File: src/shared/module_flag_pkg.sv
// Constants for the module flag, interrupt and output latency block.
// Assumes a 125 MHz system clock and a classic Wishbone register bus.
package module_flag_pkg;
  localparam int unsigned CLK_HZ          = 125_000_000;
  localparam int unsigned MS_CYCLES       = CLK_HZ / 1000;
  // Deadlines in ms, except the deassert time in us and the two derived counts in cycles
  localparam int unsigned INT_ASSERT_MS   = 200;
  localparam int unsigned LOS_ASSERT_MS   = 100;
  localparam int unsigned LOS_FAST_MS     = 1;
  localparam int unsigned TXFAIL_MS       = 200;
  localparam int unsigned FLAG_MS         = 200;
  localparam int unsigned INT_DEASSERT_US = 500;
  localparam int unsigned MASK_MS         = 100;
  localparam int unsigned TXDIS_MS        = 100;
  localparam int unsigned TXDIS_FAST_MS   = 3;
  localparam int unsigned TXEN_MS         = 400;
  localparam int unsigned TXEN_FAST_MS    = 10;
  localparam int unsigned RXDIS_MS        = 100;
  localparam int unsigned SQDIS_MS        = 100;
  localparam int unsigned RXSQ_MS         = 15;
  localparam int unsigned TXSQ_MS         = 400;
  localparam int unsigned INT_DEASSERT_CYC = (CLK_HZ / 1_000_000) * INT_DEASSERT_US;
  localparam int unsigned RXSQ_CYC        = RXSQ_MS * MS_CYCLES;
  // Tx lane settle time after re-enable, in ms ticks
  localparam int unsigned TX_ON_MS        = 2;
  localparam logic [7:0]  ADV_TX_OFF_MS   = 8'h01;
  localparam logic [7:0]  ADV_TX_ON_MS    = 8'(TX_ON_MS + 1);
  // Register map, byte addresses
  localparam int unsigned ADR_W           = 8;
  localparam logic [7:0]  ADDR_FLAG       = 8'h00;
  localparam logic [7:0]  ADDR_MASK       = 8'h04;
  localparam logic [7:0]  ADDR_CTRL       = 8'h08;
  localparam logic [7:0]  ADDR_STATE      = 8'h0C;
  localparam logic [7:0]  ADDR_DUR        = 8'h10;
  // Field positions and register reset values
  localparam int unsigned FLAG_RXLOS_LSB  = 0;
  localparam int unsigned FLAG_TXF_LSB    = 8;
  localparam int unsigned FLAG_TXLOS_LSB  = 16;
  localparam int unsigned CTRL_TXOFF_LSB  = 0;
  localparam int unsigned CTRL_RXOFF_LSB  = 8;
  localparam int unsigned CTRL_SQDIS_BIT  = 16;
  localparam int unsigned STATE_TXDIS_LSB = 24;
  localparam int unsigned DUR_OFF_LSB     = 0;
  localparam int unsigned DUR_ON_LSB      = 8;
  localparam logic [31:0] MASK_RST        = 32'h0000_0000;
  localparam logic [31:0] CTRL_RST        = 32'h0000_0000;
endpackage : module_flag_pkg

File: src/hw/module_flag_interrupt_latency.sv
// Flag latching, interrupt, output disable and auto squelch logic.
// Assumes a Wishbone master on clk_sys and raw link and line pins.
//
// The placing of the registers and the Wishbone interface to the registers were decided locally.
module module_flag_interrupt_latency #(
  parameter int unsigned LANES     = 4,
  parameter int unsigned MS_CYCLES = module_flag_pkg::MS_CYCLES,
  parameter int unsigned TX_ON_MS  = module_flag_pkg::TX_ON_MS
) (
  input  wire logic                                 clk_sys,      // System clock
  input  wire logic                                 resetn,       // Async reset, low
  input  wire logic                                 wb_cyc_i,     // Bus cycle
  input  wire logic                                 wb_stb_i,     // Bus strobe
  input  wire logic                                 wb_we_i,      // Write enable
  input  wire logic [module_flag_pkg::ADR_W-1:0]    wb_adr_i,     // Byte address
  input  wire logic [3:0]                           wb_sel_i,     // Byte enables
  input  wire logic [31:0]                          wb_dat_i,     // Write data
  output logic      [31:0]                          wb_dat_o,     // Read data
  output logic                                      wb_ack_o,     // Acknowledge
  input  wire logic                                 scl_in,       // Link clock pin
  input  wire logic                                 sda_in,       // Link data pin
  input  wire logic [LANES-1:0]                     rx_los_in,    // Rx loss per lane
  input  wire logic [LANES-1:0]                     tx_fault_in,  // Tx failure per lane
  input  wire logic [LANES-1:0]                     tx_los_in,    // Tx input loss
  output logic                                      irq_o,        // Interrupt, high
  output logic      [LANES-1:0]                     tx_disable_o, // Tx lane off
  output logic      [LANES-1:0]                     rx_squelch_o, // Rx output off
  output logic      [LANES-1:0]                     tx_squelch_o  // Tx squelched
);
  import module_flag_pkg::*;

  localparam int unsigned TW = $clog2(MS_CYCLES + 1);
  localparam logic [31:0] LANE_ONES = 32'((64'h1 << LANES) - 64'h1);
  localparam logic [31:0] FLAG_USED = (LANE_ONES << FLAG_RXLOS_LSB)
                                    | (LANE_ONES << FLAG_TXF_LSB)
                                    | (LANE_ONES << FLAG_TXLOS_LSB);
  localparam logic [31:0] CTRL_USED = (LANE_ONES << CTRL_TXOFF_LSB)
                                    | (LANE_ONES << CTRL_RXOFF_LSB)
                                    | (32'h1 << CTRL_SQDIS_BIT);

  typedef struct packed {
    logic [1:0]       scl_sy;
    logic [1:0]       sda_sy;
    logic             sda_prev;
    logic [LANES-1:0] rxl_s1;
    logic [LANES-1:0] rxl_s2;
    logic [LANES-1:0] rxl_d;
    logic [LANES-1:0] txf_s1;
    logic [LANES-1:0] txf_s2;
    logic [LANES-1:0] txf_d;
    logic [LANES-1:0] txl_s1;
    logic [LANES-1:0] txl_s2;
    logic [LANES-1:0] txl_d;
    logic [31:0]      flag;
    logic [31:0]      mask;
    logic [31:0]      ctrl;
    logic [LANES-1:0] tx_off;
    logic [LANES-1:0] rx_off;
    logic             sq_dis;
    logic [LANES-1:0] tx_dis;
    logic [LANES-1:0] rx_sq;
    logic [LANES-1:0] tx_sq;
    logic [TW-1:0]    tick_cnt;
    logic [7:0]       on_wait;
    logic             ack;
    logic [31:0]      dat;
  } state_s;

  state_s st_reg;
  state_s st_next;

  logic             take;
  logic             stop_det;
  logic             tick;
  logic [31:0]      set_v;
  logic [31:0]      clr_v;
  logic [31:0]      be_mask;
  logic [31:0]      rd_data;
  logic [LANES-1:0] new_tx_off;

  // Byte enables widened to a bit mask
  always_comb begin
    for (int b = 0; b < 4; b++) begin
      be_mask[b*8 +: 8] = {8{wb_sel_i[b]}};
    end
  end

  assign take     = wb_cyc_i & wb_stb_i & ~st_reg.ack;
  // STOP: data rises while clock is high, both taken after the synchroniser
  assign stop_det = st_reg.scl_sy[1] & st_reg.sda_sy[1] & ~st_reg.sda_prev;
  assign tick     = (st_reg.tick_cnt == TW'(MS_CYCLES - 1));
  assign new_tx_off = st_reg.ctrl[CTRL_TXOFF_LSB +: LANES];

  always_comb begin
    rd_data = 32'h0000_0000;
    case (wb_adr_i)
      ADDR_FLAG:  rd_data = st_reg.flag;
      ADDR_MASK:  rd_data = st_reg.mask;
      ADDR_CTRL:  rd_data = st_reg.ctrl;
      ADDR_STATE: begin
        rd_data[CTRL_TXOFF_LSB +: LANES]  = st_reg.tx_off;
        rd_data[CTRL_RXOFF_LSB +: LANES]  = st_reg.rx_off;
        rd_data[CTRL_SQDIS_BIT]           = st_reg.sq_dis;
        rd_data[STATE_TXDIS_LSB +: LANES] = st_reg.tx_dis;
      end
      ADDR_DUR: begin
        rd_data[DUR_OFF_LSB +: 8] = ADV_TX_OFF_MS;
        rd_data[DUR_ON_LSB +: 8]  = ADV_TX_ON_MS;
      end
      default:    rd_data = 32'h0000_0000;
    endcase
  end

  always_comb begin
    st_next = st_reg;
    // Two-stage synchronisers; only stage two feeds logic
    st_next.scl_sy   = {st_reg.scl_sy[0], scl_in};
    st_next.sda_sy   = {st_reg.sda_sy[0], sda_in};
    st_next.sda_prev = st_reg.sda_sy[1];
    st_next.rxl_s1   = rx_los_in;
    st_next.rxl_s2   = st_reg.rxl_s1;
    st_next.rxl_d    = st_reg.rxl_s2;
    st_next.txf_s1   = tx_fault_in;
    st_next.txf_s2   = st_reg.txf_s1;
    st_next.txf_d    = st_reg.txf_s2;
    st_next.txl_s1   = tx_los_in;
    st_next.txl_s2   = st_reg.txl_s1;
    st_next.txl_d    = st_reg.txl_s2;

    // Onsets latch flags; a held condition does not re-flag after a read
    set_v = 32'h0000_0000;
    set_v[FLAG_RXLOS_LSB +: LANES] = st_reg.rxl_s2 & ~st_reg.rxl_d;
    set_v[FLAG_TXF_LSB +: LANES]   = st_reg.txf_s2 & ~st_reg.txf_d;
    set_v[FLAG_TXLOS_LSB +: LANES] = st_reg.txl_s2 & ~st_reg.txl_d;

    // Clear on read and write-one-to-clear; a new onset wins over the clear
    clr_v = 32'h0000_0000;
    if (take && (wb_adr_i == ADDR_FLAG)) begin
      clr_v = wb_we_i ? (wb_dat_i & be_mask) : st_reg.flag;
    end
    st_next.flag = ((st_reg.flag & ~clr_v) | set_v) & FLAG_USED;

    if (take && wb_we_i && (wb_adr_i == ADDR_MASK)) begin
      st_next.mask = ((st_reg.mask & ~be_mask) | (wb_dat_i & be_mask)) & FLAG_USED;
    end
    // Control writes wait here until the link transaction ends
    if (take && wb_we_i && (wb_adr_i == ADDR_CTRL)) begin
      st_next.ctrl = ((st_reg.ctrl & ~be_mask) | (wb_dat_i & be_mask)) & CTRL_USED;
    end

    // Millisecond tick, free running
    st_next.tick_cnt = tick ? '0 : TW'(st_reg.tick_cnt + 1'b1);
    if (tick && (st_reg.on_wait != 8'h00)) begin
      st_next.on_wait = 8'(st_reg.on_wait - 8'h01);
    end

    if (stop_det) begin
      st_next.tx_off = new_tx_off;
      st_next.rx_off = st_reg.ctrl[CTRL_RXOFF_LSB +: LANES];
      st_next.sq_dis = st_reg.ctrl[CTRL_SQDIS_BIT];
      // A lane being re-enabled restarts the settle wait
      if ((st_reg.tx_off & ~new_tx_off) != '0) begin
        st_next.on_wait = 8'(TX_ON_MS);
      end
    end

    // Turn-off is immediate; turn-on holds until the settle wait expires
    st_next.tx_dis = st_next.tx_off
                   | ((st_next.on_wait != 8'h00) ? st_reg.tx_dis : '0);
    st_next.rx_sq  = st_next.rx_off
                   | ({LANES{~st_next.sq_dis}} & st_reg.rxl_s2);
    st_next.tx_sq  = {LANES{~st_next.sq_dis}} & st_reg.txl_s2;

    // Single-wait-state slave; unmapped reads give zero
    st_next.ack = take;
    st_next.dat = (take && !wb_we_i) ? rd_data : 32'h0000_0000;
  end

  always_ff @(posedge clk_sys or negedge resetn) begin
    if (!resetn) begin
      st_reg          <= '0;
      // Link pins idle high; a zero start would fake a STOP at release
      st_reg.scl_sy   <= 2'h3;
      st_reg.sda_sy   <= 2'h3;
      st_reg.sda_prev <= 1'b1;
      st_reg.mask <= MASK_RST;
      st_reg.ctrl <= CTRL_RST;
    end else begin
      st_reg      <= st_next;
    end
  end

  // Mask bit high keeps its flag off the line
  assign irq_o        = |(st_reg.flag & ~st_reg.mask);
  assign tx_disable_o = st_reg.tx_dis;
  assign rx_squelch_o = st_reg.rx_sq;
  assign tx_squelch_o = st_reg.tx_sq;
  assign wb_ack_o     = st_reg.ack;
  assign wb_dat_o     = st_reg.dat;

  // Helper logic read only by the checks below
  localparam int REL_MAX = (TX_ON_MS + 1) * MS_CYCLES + 4;
  int unsigned rel_cnt;
  logic        rd_dur_q;
  logic        wr_mask;
  logic        rd_flag;

  assign wr_mask = take & wb_we_i & (wb_adr_i == ADDR_MASK) & (wb_sel_i == 4'hF);
  assign rd_flag = take & ~wb_we_i & (wb_adr_i == ADDR_FLAG);

  always_ff @(posedge clk_sys or negedge resetn) begin
    if (!resetn) begin
      rel_cnt  <= 0;
      rd_dur_q <= 1'b0;
    end else begin
      rel_cnt  <= ((tx_disable_o & ~st_reg.tx_off) != '0) ? rel_cnt + 1 : 0;
      rd_dur_q <= take & ~wb_we_i & (wb_adr_i == ADDR_DUR);
    end
  end
endmodule : module_flag_interrupt_latency

File: config.mk
export PLATFORM = sky130hd
export DESIGN_NAME = module_flag_interrupt_latency
export DESIGN_NICKNAME = d
export VERILOG_FILES = /design/src/shared/module_flag_pkg.sv /design/src/hw/module_flag_interrupt_latency.sv
export SDC_FILE = /design/constraint.sdc
export NUM_CORES = 1
export LEC_CHECK = 0
export ABC_AREA = 1
export BUFFER_PORTS_ARGS = -buffer_cell sky130_fd_sc_hd__buf_4
export CORE_MARGIN = 1.5
export CORE_UTILIZATION = 35
export CTS_CLUSTER_DIAMETER = 120
export CTS_CLUSTER_SIZE = 16
export DETAILED_ROUTE_END_ITERATION = 10
export MAX_ROUTING_LAYER = met4
export PLACE_DENSITY = 0.62
export SYNTH_ARGS = -nofsm -noshare
export SYNTH_HDL_FRONTEND = slang
export SYNTH_SLANG_ARGS = --single-unit
File: constraint.sdc
create_clock -name clk_sys -period 2.9 [get_ports clk_sys]
set_clock_uncertainty 0.1 [all_clocks]
set_input_delay 0.58 -clock clk_sys [delete_from_list [all_inputs] [get_ports clk_sys]]
set_output_delay 0.58 -clock clk_sys [all_outputs]
set_load 0.005 [all_outputs]
==> results.md <==
* Status: completed
* EDFF count, synth at 0
* Post-CTS Setup Bufs at 0
* RD Place Congestion at 0.835
* Synthesized area at 6100 µm²
* Routed length per instance at 12.9 µm
* # resized after CTS at 0
* Final Cell Area at 7270 µm²
* Synth Area in Adders at 0.616%
* CTS Buf Count at 17
* Syn Area/Cell at 8.89 µm²
* CTS Hold Bufs at 0
* Drt drc at 0
* Clock sink count at 137
* Syn Inst Count at 686
* XOR/XNOR share of the synthesized area at 0.287%
* Top FF cell, synth: dfrtp_1
* R2R setup slack at 0.72 ns
* Slowest cell on the critical path: dfrtp_1
* Critical Path Start Type: flip-flop
* ANT nets after route at 0
* # port buffers at 71
* Crit. End Element: output pin
* Root Buffer: clkbuf_16
* Grt ovf at 0
* Yosys top cell area share at 54.2%
* Post-Synth Simple-Gate Area at 19.4%
* DRT Wirelength at 12800 µm
* Layout fillers at 1701
* Horiz. Die Dim at 135 µm
* Crit path cell chain: inv_1 -> o22ai_1 -> a221oi_1 -> nand3_1 -> buf_4
* DR iter-0 viols at 268
* DRT Pass-1 Iters at 5
* Worst-Margin Slew at 0.711 ns
* Vias in the first global route at 4356
* Global-route wire length before repair at 21100 µm
* Power per Cell Area at a little under 600 nW/µm²
* H-Tree Depth at 4
* Dominant combinational cell family by area after synthesis: simple AND/OR/NAND/NOR gates
* Tot Pwr at 0.00430 W
* Synth Register Bits at 137
* Crit path max-delay family: flip-flops
* Fmax at 439 MHz
* DP Area at 6690 µm²
* Hold Vio Cnt, Final at 0
* Initial Util at between 30% and 40%
* Total track usage at 15.4%
* TritonCTS clock tree: done
* RSZ-0062 raised after global routing: no
* I/O pin count at 109
* Die ar. at 18200 µm²
* Initial antenna violation count at 0
* Critical path type: flip-flop to output pin
* Hold slack at 0.0823 ns
* Fin Setup TNS at 0 ns
* Synth cell types at 38
* Area contributors post-synth: dfrtp_1 54%, nand2_1 9.3%, inv_1 5.8%
* Row Count at 48
* Required @ worst endpoint at 2.22 ns
* Layout cells sized above 1 at between 10% and 20%
* Worst vdd ir at 0.427 mV
* Die Span Y at ~140 µm
* Sequential share of the synthesized area at 56.3%
* Max Root-Sink Buffers at 2
* Slew Limit Fails at 0
* Core ar. at 17200 µm²
* Largest net degree at the start of global routing at 79
* Post-synth top area cell: dfrtp_1
* Worst-Skew Late Latency at 0.42 ns
* YS warnings at 0
* DR vias at 4394
* Synthesis-to-finish area growth at 19.3%
* # diodes at 0
* Final Instance Count excl. Fillers at 988
* # setup viols final at 0
* Final net count at 816
* Tmin final at 2.28 ns
* Worst-path maximum fanout at 3
* WP data arrival at 1.60 ns
* Pleak at 3.55 nW
* Max cap viols at 0
* DP Wirelength at 9090 µm
* Fin crit share at 78.6%
* Hold WC Path Type: input pin to asynchronous set/reset pin
* Total placed cells including tap cells at ~960
* Worst-path clk slew at 0.06 ns
* DR vias/cell at approximately 4.4
* Relative slew slack at 52.3%
* Fraction of synthesized area in multiplexers at 0.554%
* Critical path's largest stage delay at 0.40 ns
* Bufs and invs on worst path at 2
* Async S/R FF share, synth at 100%
* Synth Area in Compound Gates at 9.95%
[kinds of logic (layout without fill, tap and decap cells)]
| group | count (synthesis) | in the layout |
|---|---|---|
| AOI/OAI and AO/OA | 106 | 106 |
| xor gates and xnor gates | 2 | 2 |
| adders and majority gates | 3 | 3 |
| buffers and inverters | 158 | 220 |
| DFF | 137 | 137 |
| muxes | 3 | 3 |
| other | 1 | 16 |
| and+or+nand+nor | 276 | 276 |
[synth_stat cells (3+ instances only)]
cell / n
dfstp_2: 5
inv_2: 10
a21oi_1: 26
dfrtp_1: 132
buf_4: 45
nand3_1: 32
nor2_1: 67
o21bai_1: 4
nor2_2: 6
o21ai_1: 9
a41oi_1: 7
o21ai_0: 46
o22ai_1: 7
mux2_1: 3
nand2_1: 151
ha_1: 3
a221oi_1: 3
nand4_1: 7
inv_1: 94
nand2_2: 3
clkbuf_1: 3
[layout make-up]
cell class / count / area [µm²] / area share [%]
Tap cell: 225 / 282 / 3.87
Clock inverter: 14 / 148 / 2.03
Timing Repair Buffer: 82 / 632 / 8.69
Clock buffer: 18 / 439 / 6.04
Multi-Input combinational cell: 406 / 1940 / 26.7
Inverter: 106 / 398 / 5.47
Sequential cell: 137 / 3430 / 47.2
[through the flow]
| stage | worst slack [ns] | util (%) |
|---|---|---|
| 3_5_place_dp | 0.667 | 38.9 |
| 6_report | 0.620 | 42.3 |
| 4_1_cts | 0.627 | 42.3 |
| 5_1_grt | 0.514 | 42.3 |
| 2_1_floorplan | 1.01 | - |
| 3_3_place_gp | 0.673 | 38.9 |
[layout by cell type (no fill, tap or decap), types with 5 or more instances in the layout]
master / Yosys / routed
a21oi_1: 26 / 26
a41oi_1: 7 / 7
buf_4: 45 / 80
clkbuf_16: 0 / 17
conb_1: 1 / 16
dfrtp_1: 132 / 132
dfstp_2: 5 / 5
inv_1: 94 / 94
inv_2: 10 / 10
nand2_1: 151 / 151
nand3_1: 32 / 32
nand4_1: 7 / 7
nor2_1: 67 / 67
nor2_2: 6 / 6
o21ai_0: 46 / 46
o21ai_1: 9 / 9
o22ai_1: 7 / 7
[where the power goes]
group | switching [W] | total, W | internal [W]
sequential | 0.0000213 | 0.00199 | 0.00196
clock | 0.000834 | 0.00212 | 0.00129
combinational | 0.000113 | 0.000186 | 0.0000734
total | 0.000968 | 0.00430 | 0.00333
[metal layers]
metal  track usage, %  part of all wire [%]  up-vias  wire length [µm]
li1                 -                     -     2236                 -
met1             20.3                    48     2039              6100
met2             23.1                    46      108              5880
met3             3.53                   4.9       11               622
met4             6.27                   1.3        0               160
met5                -                     0        -                 0
[worst paths after layout]
| path | startpoint | endpoint | depth (start not counted) |
|---|---|---|---|
| min in group clk_sys | tx_fault_in[3] | st_next[194]$_DFF_PN0_ | 1 |
| worst min register to register | st_next[203]$_DFF_PN0_ | st_next[199]$_DFF_PN0_ | 0 |
| worst min-delay path | resetn | st_next[206]$_DFF_PN0_ | 1 |
| worst max register to register | st_reg[41]$_DFF_PN0_ | tx_disable_o[3]$_DFF_PN0_ | 14 |
| max in group asynchronous | resetn | asynchronous set/reset pin | 2 |
| worst max-delay path | st_reg[160]$_DFF_PN0_ | irq_o | 5 |
Note: power is estimated with default switching activity, not from simulation.
